## config.mk

```make
export PLATFORM = sky130hd
export DESIGN_NAME = hjm_seq
export DESIGN_NICKNAME = d
export VERILOG_FILES = /design/src/core/hjm_seq.v
export VERILOG_INCLUDE_DIRS = /design/src /design/src/shared
export SDC_FILE = /design/constraint.sdc
export NUM_CORES = 1
export LEC_CHECK = 0
export BUFFER_PORTS_ARGS = -buffer_cell sky130_fd_sc_hd__buf_2
export CAP_MARGIN = 10
export CORE_MARGIN = 1.5
export CORE_UTILIZATION = 60
export DETAILED_ROUTE_END_ITERATION = 12
export GPL_TIMING_DRIVEN = 0
export MAX_ROUTING_LAYER = met4
export PLACE_DENSITY = 0.75
export SYNTH_ARGS = -nofsm -noshare
export SYNTH_HDL_FRONTEND = slang
export SYNTH_SLANG_ARGS = --single-unit
```

## constraint.sdc

```tcl
create_clock -name clk -period 9.65 [get_ports clk]
set_clock_uncertainty 0.2 [all_clocks]
set_input_delay 1.4475 -clock clk [delete_from_list [all_inputs] [get_ports clk]]
set_output_delay 1.4475 -clock clk [all_outputs]
set_load 0.1 [all_outputs]
```

## src/shared/hjm_defines.vh

```
/*
 Constants for the Hall joystick measurement sequencer: register
 offsets, field positions, reset values and timing counts.
 Assumes a 10 MHz core clock; included by core/hjm_seq.v only.
*/
// What this block does
// Reset input low holds all logic reset
// Interrupt pin: open drain, driven low only
// Address select pin captured at every reset
// Data line only pulled low or released
// Reset pulse over 100 ns enters start-up
// Control bit 1 soft reset enters start-up
// Start-up loads every register's reset value
// Start-up 1000 us, one measurement, then wait
// Coordinates stored within 450 us of start
// After measurement, interrupt set per bits 2,3
// Wait trigger chosen by bit 7, bits 6:4
// Host writes curve parameters during initialisation
// Target only; ignore non-matching addresses
// Interrupt released in reset and start-up
// Host-paced: measure after Y read acknowledge
// Timed mode repeats at 20..320 ms steps
// Interrupt every measurement, or outside dead zone
// Y read releases interrupt; disable forces release
`ifndef HJM_DEFINES_VH
`define HJM_DEFINES_VH

// Register offsets
`define HJM_REG_CTRL 8'h0f
`define HJM_REG_X 8'h10
`define HJM_REG_Y 8'h11
`define HJM_REG_XP 8'h12
`define HJM_REG_XN 8'h13
`define HJM_REG_YP 8'h14
`define HJM_REG_YN 8'h15
`define HJM_REG_CA 8'h2b
`define HJM_REG_CB 8'h2c
`define HJM_REG_CC 8'h2d

// Reset values
`define HJM_CTRL_RST 8'hf0
`define HJM_XP_RST 8'h05
`define HJM_XN_RST 8'hfb
`define HJM_YP_RST 8'h05
`define HJM_YN_RST 8'hfb
`define HJM_CURVE_RST 8'h00

// Control fields
`define HJM_CB_IDLE 7
`define HJM_CB_TB_HI 6
`define HJM_CB_TB_LO 4
`define HJM_CB_INT_DIS 3
`define HJM_CB_INT_FN 2
`define HJM_CB_SOFT 1
`define HJM_CB_VALID 0

// Timing, in printed units
`define HJM_CLK_MHZ 10
`define HJM_RST_PULSE_NS 100
`define HJM_STARTUP_US 1000
`define HJM_CONV_US 450
`define HJM_TB0_MS 9'd20
`define HJM_TB1_MS 9'd40
`define HJM_TB2_MS 9'd80
`define HJM_TB3_MS 9'd100
`define HJM_TB4_MS 9'd140
`define HJM_TB5_MS 9'd200
`define HJM_TB6_MS 9'd260
`define HJM_TB7_MS 9'd320

// Cycle counts derived from the clock rate
`define HJM_STARTUP_CYC (`HJM_STARTUP_US * `HJM_CLK_MHZ)
`define HJM_CONV_CYC (`HJM_CONV_US * `HJM_CLK_MHZ)
`define HJM_CYC_PER_MS (1000 * `HJM_CLK_MHZ)

// Bus address, upper six bits (value arbitrary)
`define HJM_I2C_BASE 7'h40

`endif
```

## src/core/hjm_seq.v

```verilog
/*
 Measurement sequencer, register file and I2C target of a Hall
 joystick sensor. Assumes a 10 MHz clk, arst_n wired to the reset
 pin, x_sample/y_sample from a front end on the same clock, and
 pull-ups on the bus and interrupt wires outside.
*/
`include "hjm_defines.vh"

module hjm_seq #(
    parameter STARTUP_CYC = `HJM_STARTUP_CYC,
    parameter CONV_CYC = `HJM_CONV_CYC,
    parameter CYC_PER_MS = `HJM_CYC_PER_MS,
    parameter [6:0] I2C_BASE = `HJM_I2C_BASE
) (
    // Clock and reset
    input wire clk,
    input wire arst_n,
    // Address strap
    input wire addr_sel,
    // I2C pins
    input wire scl_in,
    input wire sda_in,
    output wire sda_out,
    output reg sda_oe,
    // Interrupt pin
    output wire irq_out_low,
    output reg irq_oe,
    // Front end
    input wire [7:0] x_sample,
    input wire [7:0] y_sample,
    output wire meas_busy
);

    // Sequencer states
    localparam [2:0] ST_START = 3'b001;
    localparam [2:0] ST_MEAS = 3'b010;
    localparam [2:0] ST_WAIT = 3'b100;
    // Bus states
    localparam [6:0] I_IDLE = 7'b0000001;
    localparam [6:0] I_ADDR = 7'b0000010;
    localparam [6:0] I_AACK = 7'b0000100;
    localparam [6:0] I_WR = 7'b0001000;
    localparam [6:0] I_WACK = 7'b0010000;
    localparam [6:0] I_RD = 7'b0100000;
    localparam [6:0] I_RACK = 7'b1000000;
    // Control reset value, upper six bits kept in ctrl_hi
    localparam [7:0] CTRL_RST = `HJM_CTRL_RST;

    reg [2:0] sync1;
    reg [2:0] sync2;
    reg scl_d;
    reg sda_d;
    reg [2:0] state;
    reg [31:0] cnt;
    reg [1:0] strap_cnt;
    reg addr_lsb;
    reg [5:0] ctrl_hi;
    reg valid;
    reg [7:0] x_pos;
    reg [7:0] y_pos;
    reg [7:0] xp;
    reg [7:0] xn;
    reg [7:0] yp;
    reg [7:0] yn;
    reg [7:0] curve_a;
    reg [7:0] curve_b;
    reg [7:0] curve_c;
    reg irq_set;
    reg [6:0] istate;
    reg [3:0] bitcnt;
    reg [7:0] shreg;
    reg [7:0] tx;
    reg [7:0] ptr;
    reg rw;
    reg got_ptr;
    reg rack;
    reg y_hit;
    reg wr_stb;
    reg [7:0] wr_addr;
    reg [7:0] wr_data;
    reg y_read;
    reg [7:0] rd_byte;

    wire s_scl = sync2[0];
    wire s_sda = sync2[1];
    wire s_addr = sync2[2];
    wire scl_rise = s_scl & ~scl_d;
    wire scl_fall = ~s_scl & scl_d;
    wire bus_start = s_scl & scl_d & sda_d & ~s_sda;
    wire bus_stop = s_scl & scl_d & ~sda_d & s_sda;
    wire idle_mode = ctrl_hi[`HJM_CB_IDLE - 2];
    wire int_dis = ctrl_hi[`HJM_CB_INT_DIS - 2];
    wire int_fn = ctrl_hi[`HJM_CB_INT_FN - 2];
    wire [2:0] tb_code = ctrl_hi[`HJM_CB_TB_HI - 2:`HJM_CB_TB_LO - 2];
    wire soft_req = wr_stb & (wr_addr == `HJM_REG_CTRL)
        & wr_data[`HJM_CB_SOFT];
    wire [31:0] tb_cyc = tb_ms(tb_code) * CYC_PER_MS;
    wire [6:0] my_addr = {I2C_BASE[6:1], addr_lsb};

    // Timebase code to interval in ms
    function [8:0] tb_ms;
        input [2:0] code;
        begin
            case (code)
                3'h0: tb_ms = `HJM_TB0_MS;
                3'h1: tb_ms = `HJM_TB1_MS;
                3'h2: tb_ms = `HJM_TB2_MS;
                3'h3: tb_ms = `HJM_TB3_MS;
                3'h4: tb_ms = `HJM_TB4_MS;
                3'h5: tb_ms = `HJM_TB5_MS;
                3'h6: tb_ms = `HJM_TB6_MS;
                default: tb_ms = `HJM_TB7_MS;
            endcase
        end
    endfunction

    // Dead-zone test on signed coordinates
    function outside;
        input [7:0] xs;
        input [7:0] ys;
        begin
            outside = ($signed(xs) > $signed(xp))
                | ($signed(xs) < $signed(xn))
                | ($signed(ys) > $signed(yp))
                | ($signed(ys) < $signed(yn));
        end
    endfunction

    // Open drain, low only
    assign irq_out_low = 1'b0;
    // Data line never driven high
    assign sda_out = 1'b0;
    assign meas_busy = state[1];

    // Pin synchronisers; first stage feeds only the second
    always @(posedge clk or negedge arst_n) begin
        if (!arst_n) begin
            // Bus lines reset to idle high: no false edge after reset
            sync1 <= 3'h3;
            sync2 <= 3'h3;
            scl_d <= 1'b1;
            sda_d <= 1'b1;
        end else begin
            sync1 <= {addr_sel, sda_in, scl_in};
            sync2 <= sync1;
            scl_d <= s_scl;
            sda_d <= s_sda;
        end
    end

    // Register read mux; unmapped reads as zero
    always @* begin
        case (ptr)
            `HJM_REG_CTRL: rd_byte = {ctrl_hi, state[0], valid};
            `HJM_REG_X: rd_byte = x_pos;
            `HJM_REG_Y: rd_byte = y_pos;
            `HJM_REG_XP: rd_byte = xp;
            `HJM_REG_XN: rd_byte = xn;
            `HJM_REG_YP: rd_byte = yp;
            `HJM_REG_YN: rd_byte = yn;
            `HJM_REG_CA: rd_byte = curve_a;
            `HJM_REG_CB: rd_byte = curve_b;
            `HJM_REG_CC: rd_byte = curve_c;
            default: rd_byte = 8'h00;
        endcase
    end

    // I2C target engine, answers own address only
    always @(posedge clk or negedge arst_n) begin
        if (!arst_n) begin
            istate <= I_IDLE;
            bitcnt <= 4'h0;
            shreg <= 8'h00;
            tx <= 8'h00;
            ptr <= 8'h00;
            rw <= 1'b0;
            got_ptr <= 1'b0;
            rack <= 1'b0;
            y_hit <= 1'b0;
            sda_oe <= 1'b0;
            wr_stb <= 1'b0;
            wr_addr <= 8'h00;
            wr_data <= 8'h00;
            y_read <= 1'b0;
        end else begin
            wr_stb <= 1'b0;
            y_read <= 1'b0;
            if (bus_start) begin
                istate <= I_ADDR;
                bitcnt <= 4'h0;
                got_ptr <= 1'b0;
                sda_oe <= 1'b0;
            end else if (bus_stop) begin
                istate <= I_IDLE;
                sda_oe <= 1'b0;
            end else begin
                case (istate)
                    I_ADDR, I_WR: begin
                        if (scl_rise) begin
                            shreg <= {shreg[6:0], s_sda};
                            bitcnt <= bitcnt + 4'h1;
                        end else if (scl_fall && bitcnt == 4'h8) begin
                            bitcnt <= 4'h0;
                            if (istate == I_WR) begin
                                istate <= I_WACK;
                                sda_oe <= 1'b1;
                                if (!got_ptr) begin
                                    ptr <= shreg;
                                    got_ptr <= 1'b1;
                                end else begin
                                    wr_stb <= 1'b1;
                                    wr_addr <= ptr;
                                    wr_data <= shreg;
                                    ptr <= ptr + 8'h01;
                                end
                            // Foreign address: stay silent
                            end else if (shreg[7:1] == my_addr) begin
                                istate <= I_AACK;
                                sda_oe <= 1'b1;
                                rw <= shreg[0];
                            end else begin
                                istate <= I_IDLE;
                            end
                        end
                    end
                    I_AACK: begin
                        if (scl_fall) begin
                            if (rw) begin
                                istate <= I_RD;
                                tx <= rd_byte;
                                sda_oe <= ~rd_byte[7];
                            end else begin
                                istate <= I_WR;
                                sda_oe <= 1'b0;
                            end
                        end
                    end
                    I_WACK: begin
                        if (scl_fall) begin
                            istate <= I_WR;
                            sda_oe <= 1'b0;
                        end
                    end
                    I_RD: begin
                        if (scl_rise) begin
                            bitcnt <= bitcnt + 4'h1;
                        end else if (scl_fall) begin
                            if (bitcnt == 4'h8) begin
                                istate <= I_RACK;
                                bitcnt <= 4'h0;
                                sda_oe <= 1'b0;
                            end else begin
                                tx <= {tx[6:0], 1'b0};
                                sda_oe <= ~tx[6];
                            end
                        end
                    end
                    I_RACK: begin
                        if (scl_rise) begin
                            rack <= ~s_sda;
                            y_hit <= (ptr == `HJM_REG_Y);
                            ptr <= ptr + 8'h01;
                        end else if (scl_fall) begin
                            // Y read ends with its ack bit
                            y_read <= y_hit;
                            if (rack) begin
                                istate <= I_RD;
                                tx <= rd_byte;
                                sda_oe <= ~rd_byte[7];
                            end else begin
                                istate <= I_IDLE;
                            end
                        end
                    end
                    default: istate <= I_IDLE;
                endcase
            end
        end
    end

    // Async reset lands in start-up
    always @(posedge clk or negedge arst_n) begin
        if (!arst_n) begin
            state <= ST_START;
            cnt <= 32'h0;
            strap_cnt <= 2'h0;
            addr_lsb <= 1'b0;
            ctrl_hi <= CTRL_RST[7:2];
            valid <= 1'b0;
            x_pos <= 8'h00;
            y_pos <= 8'h00;
            xp <= `HJM_XP_RST;
            xn <= `HJM_XN_RST;
            yp <= `HJM_YP_RST;
            yn <= `HJM_YN_RST;
            curve_a <= `HJM_CURVE_RST;
            curve_b <= `HJM_CURVE_RST;
            curve_c <= `HJM_CURVE_RST;
            irq_set <= 1'b0;
            irq_oe <= 1'b0;
        end else begin
            // Released in start-up or when disabled
            irq_oe <= irq_set & ~int_dis & ~state[0];
            // Y read clears; a same-cycle set wins below
            if (y_read) begin
                irq_set <= 1'b0;
            end
            // Strap caught once synchroniser holds it
            if (strap_cnt != 2'h3) begin
                strap_cnt <= strap_cnt + 2'h1;
                if (strap_cnt == 2'h2) begin
                    addr_lsb <= s_addr;
                end
            end
            // Soft reset restarts like a hardware reset
            if (soft_req) begin
                state <= ST_START;
                cnt <= 32'h0;
                strap_cnt <= 2'h0;
                irq_set <= 1'b0;
            end else begin
                if (wr_stb && !state[0]) begin
                    case (wr_addr)
                        `HJM_REG_CTRL: ctrl_hi <= wr_data[7:2];
                        `HJM_REG_XP: xp <= wr_data;
                        `HJM_REG_XN: xn <= wr_data;
                        `HJM_REG_YP: yp <= wr_data;
                        `HJM_REG_YN: yn <= wr_data;
                        // Curve parameters from the host
                        `HJM_REG_CA: curve_a <= wr_data;
                        `HJM_REG_CB: curve_b <= wr_data;
                        `HJM_REG_CC: curve_c <= wr_data;
                        default: ;
                    endcase
                end
                case (state)
                    ST_START: begin
                        // Registers held at reset values
                        ctrl_hi <= CTRL_RST[7:2];
                        valid <= 1'b0;
                        x_pos <= 8'h00;
                        y_pos <= 8'h00;
                        xp <= `HJM_XP_RST;
                        xn <= `HJM_XN_RST;
                        yp <= `HJM_YP_RST;
                        yn <= `HJM_YN_RST;
                        curve_a <= `HJM_CURVE_RST;
                        curve_b <= `HJM_CURVE_RST;
                        curve_c <= `HJM_CURVE_RST;
                        irq_set <= 1'b0;
                        // Full start-up time, then measure
                        if (cnt == STARTUP_CYC - 1) begin
                            state <= ST_MEAS;
                            cnt <= 32'h0;
                        end else begin
                            cnt <= cnt + 32'h1;
                        end
                    end
                    ST_MEAS: begin
                        // Results stored at end of conversion
                        if (cnt == CONV_CYC - 1) begin
                            x_pos <= x_sample;
                            y_pos <= y_sample;
                            valid <= 1'b1;
                            // Mode picks when to flag
                            if (!int_fn || outside(x_sample, y_sample)) begin
                                irq_set <= 1'b1;
                            end
                            state <= ST_WAIT;
                            cnt <= 32'h0;
                        end else begin
                            cnt <= cnt + 32'h1;
                        end
                    end
                    ST_WAIT: begin
                        // Host-paced or timed wake
                        if (idle_mode) begin
                            cnt <= 32'h0;
                            if (y_read) begin
                                state <= ST_MEAS;
                                valid <= 1'b0;
                            end
                        end else if (cnt >= tb_cyc - 32'h1) begin
                            state <= ST_MEAS;
                            valid <= 1'b0;
                            cnt <= 32'h0;
                        end else begin
                            cnt <= cnt + 32'h1;
                        end
                    end
                    default: state <= ST_START;
                endcase
            end
        end
    end

endmodule // hjm_seq

```

==> impl_metrics.toml <==
[synthesis]
netlist_instances = 1257
synth_edf_count = 0
yosysSeqAreaShare = 0.398
netlist_top_cells_count = "dfrtp_1, nand2_1, ha_1, nor2_1, a21oi_1"
ys_ff_latch = 184
yosysMostFrequentCell = "dfrtp_1"
ys_types = 79
synthArstFlopShare = 1.00
synth_area_leader_cell = "dfrtp_1"
synthFlopType = "dfrtp_1"
synth_area_um2 = 11700
yosys.area.top_type_share = 0.330
syn_avg_cell_area_um2 = 9.28
synth.area.top_cells = "dfrtp_1, ha_1, dfstp_2"
yosysWarningCount = 0

[timing]
fin_setup_tns_ns = 0
fmax_ghz = 0.130
rsz0062_at_grt = "no"
slew_headroom = 0.187
period_needed_ns = 7.72
maxSlewViolCount = 0
fin_crit_sh = 0.800
hold_viol = 0
tightest_slew_ns = 1.21
setup_viol = 0

[die]
num_rows = 50
core-area_um2 = 18900
die_height_um = 142
start_util = 0.618
die_w_um = 142
pin_count = 26
die-area_um2 = 20300

[finish]
fin_cells = 1575
num-nets-final = 1427
drive_above_1_share = 0.144
nFillCells = 1542
antenna_cells = 0
synthToLayoutAreaGrowth_pct = 9.00
stdcell_area_um2 = 12700

[worst_setup_path]
reg2reg_slack_ns = 1.93
arrival_ns = 7.86
crit_fanout = 10
start_kind = "flop"
rr_startpoint = "ctrl_hi[4]$_DFFE_PN1P_"
ff2ff_path_depth = 26
required_ns = 9.80
cp-end-kind = "flop"
r2r_end = "cnt[28]$_DFFE_PN0P_"
path_class = "reg2reg"

[hold_path]
worstHoldStart = "sync1[2]$_DFF_PN0_"
hold_path_class = "reg2reg"
hold-path-endpoint = "sync2[2]$_DFF_PN0_"
holdPathStages = 0

[pwr]
power.share.sequential = 0.517
p_int_w = 0.00115
p_leak_nw = 5.98
swShare = 0.232
power_density_nw_per_um2 = 118
peakVddDrop_mv = 0.117
switchingPower_w = 0.000349
pwr-share-comb = 0.034
clock_power_share = 0.449

[clocking]
cts_tree = "yes"
cts_resized = 0
cts_sinks = 184
htree_num_levels = 4
clk_latency_ns = 0.44
root_buffer = "clkbuf_16"
clockBufferDepth = 2
cts_setup_buffers = 0
hold_buffers = 0
cts.clk_slew.worst_paths_ns = 0.06
numCtsBuffers = 17

[placement]
dp_cells = 1542
portBuffers = 23
gp_congestion = 0.956
dpl_cell_area_um2 = 12100
dp_hpwl_um = 21400

[routing]
first_pass_iters = 5
viasPerCell = 6.24
drt_wl_total_um = 29400
antenna_left = 0
post_drt_wl_per_cell_um = 18.7
drtIter0Drc = 661
drc = 0
vias = 9834

[grt]
grt_antenna_before_repair = 0
grt_pass1_wl_um = 47700
overflow = 0
grt_pass1_vias = 9451
grt_max_degree = 119
grt_usage = 0.311

[run_status]
status = "finished clean"

[job]
cap_violations = 0
## through the flow
stage / power [W] / setup WS, ns / utilization / hold WS (ns)
4_1_cts: 0.00151 / 1.99 / 0.673 / 0.153
2_1_floorplan: 0.000813 / 3.04 / - / 0.131
6_report: 0.00150 / 1.93 / 0.673 / 0.150
5_1_grt: 0.00155 / 1.38 / 0.673 / 0.154
3_3_place_gp: 0.000840 / 2.09 / 0.641 / 0.134
3_5_place_dp: 0.000843 / 1.99 / 0.643 / 0.137
## cell families after synthesis
group,Yosys count,share of synthesized area
xor gates and xnor gates,19,0.0143
muxes,68,0.0651
DFF,184,0.398
buffers and inverters,125,0.0443
AOI/OAI and AO/OA,324,0.178
and+or+nand+nor,432,0.184
adders and majority gates,104,0.115
other,1,0.000321
## layer usage
| layer | track usage | part of all wire | vias up |
|---|---|---|---|
| li1 | - | - | 4638 |
| met1 | 0.423 | 0.44 | 4770 |
| met2 | 0.476 | 0.46 | 366 |
| met3 | 0.0434 | 0.066 | 60 |
| met4 | 0.112 | 0.026 | 0 |
| met5 | - | 0 | - |
## placed cells by master (no fill, tap or decap), types with 12 or more instances in the layout
master       n
a21oi_1     79
a221oi_1    17
a22o_1      19
a31oi_1     40
and2_1      12
and3_1      23
buf_2       34
clkbuf_1    32
clkbuf_16   17
dfrtp_1    154
dfstp_2     30
ha_1        98
inv_1       70
mux2_2      59
nand2_1    145
nand2b_1    20
nand3_1     33
nor2_1      86
nor2b_1     16
nor3_1      25
nor4_1      15
o21ai_0     74
o21ai_1     16
xnor2_1     13
## registers in the layout, summed over array words and instances, names as in the netlist, 2 cells and up
register   flops
cnt           32
curve_a        8
curve_b        8
curve_c        8
ptr            8
shreg          8
wr_addr        8
wr_data        8
x_pos          8
xn             8
xp             8
y_pos          8
yn             8
yp             8
istate         7
tx             7
ctrl_hi        6
bitcnt         4
state          3
sync1          3
sync2          3
strap_cnt      2
## power groups by stage
| stage | Combinational (W) | Clock [W] | Sequential, W |
|---|---|---|---|
| floorplan | 0.0000210 | 0 | 0.000792 |
| global placement | 0.0000491 | 0 | 0.000791 |
| detailed placement | 0.0000517 | 0 | 0.000791 |
| CTS | 0.0000522 | 0.000682 | 0.000777 |
| global route | 0.0000580 | 0.000712 | 0.000777 |
| finish | 0.0000516 | 0.000675 | 0.000777 |
## worst max path at each step
| stage | from | end |
|---|---|---|
| finish | ctrl_hi[4]$_DFFE_PN1P_ | cnt[28]$_DFFE_PN0P_ |
| global route | ctrl_hi[4]$_DFFE_PN1P_ | cnt[6]$_DFFE_PN0P_ |
| CTS | ctrl_hi[4]$_DFFE_PN1P_ | cnt[28]$_DFFE_PN0P_ |
| detailed placement | ctrl_hi[4]$_DFFE_PN1P_ | cnt[28]$_DFFE_PN0P_ |
| global placement | ctrl_hi[4]$_DFFE_PN1P_ | cnt[28]$_DFFE_PN0P_ |
| floorplan | ctrl_hi[4]$_DFFE_PN1P_ | cnt[30]$_DFFE_PN0P_ |
## worst max-delay path, stage by stage (launching register included)
cell and delay, ns:
dfstp_2 0.51, buf_2 0.19, nor2b_1 0.09, a21oi_1 0.44, inv_1 0.19, ha_1 0.31, ha_1 0.30, fa_1 0.45
fa_1 0.47, ha_1 0.28, clkbuf_1 0.28, nand3_1 0.14, o2111ai_1 0.22, o211ai_1 0.24, xnor2_1 0.21, nand2b_1 0.21
mux2_2 0.29, a221oi_2 0.28, xor2_1 0.19, ha_1 0.26, a221oi_1 0.32, and3b_1 0.25, a31oi_4 0.14, a21oi_2 0.40
clkbuf_1 0.41, o21ai_0 0.15, a31oi_1 0.21
## cell type report
type	instances	area [um2]	area share
clock inverter	13	118	0.00925
timing repair buffer	25	160	0.0126
multi-input combinational	949	6510	0.512
clock buffer	19	443	0.0348
inverter	70	263	0.0207
buffer	55	254	0.0200
tap	260	325	0.0256
sequential	184	4640	0.365
No activity file was read; power rests on OpenSTA's default activity.
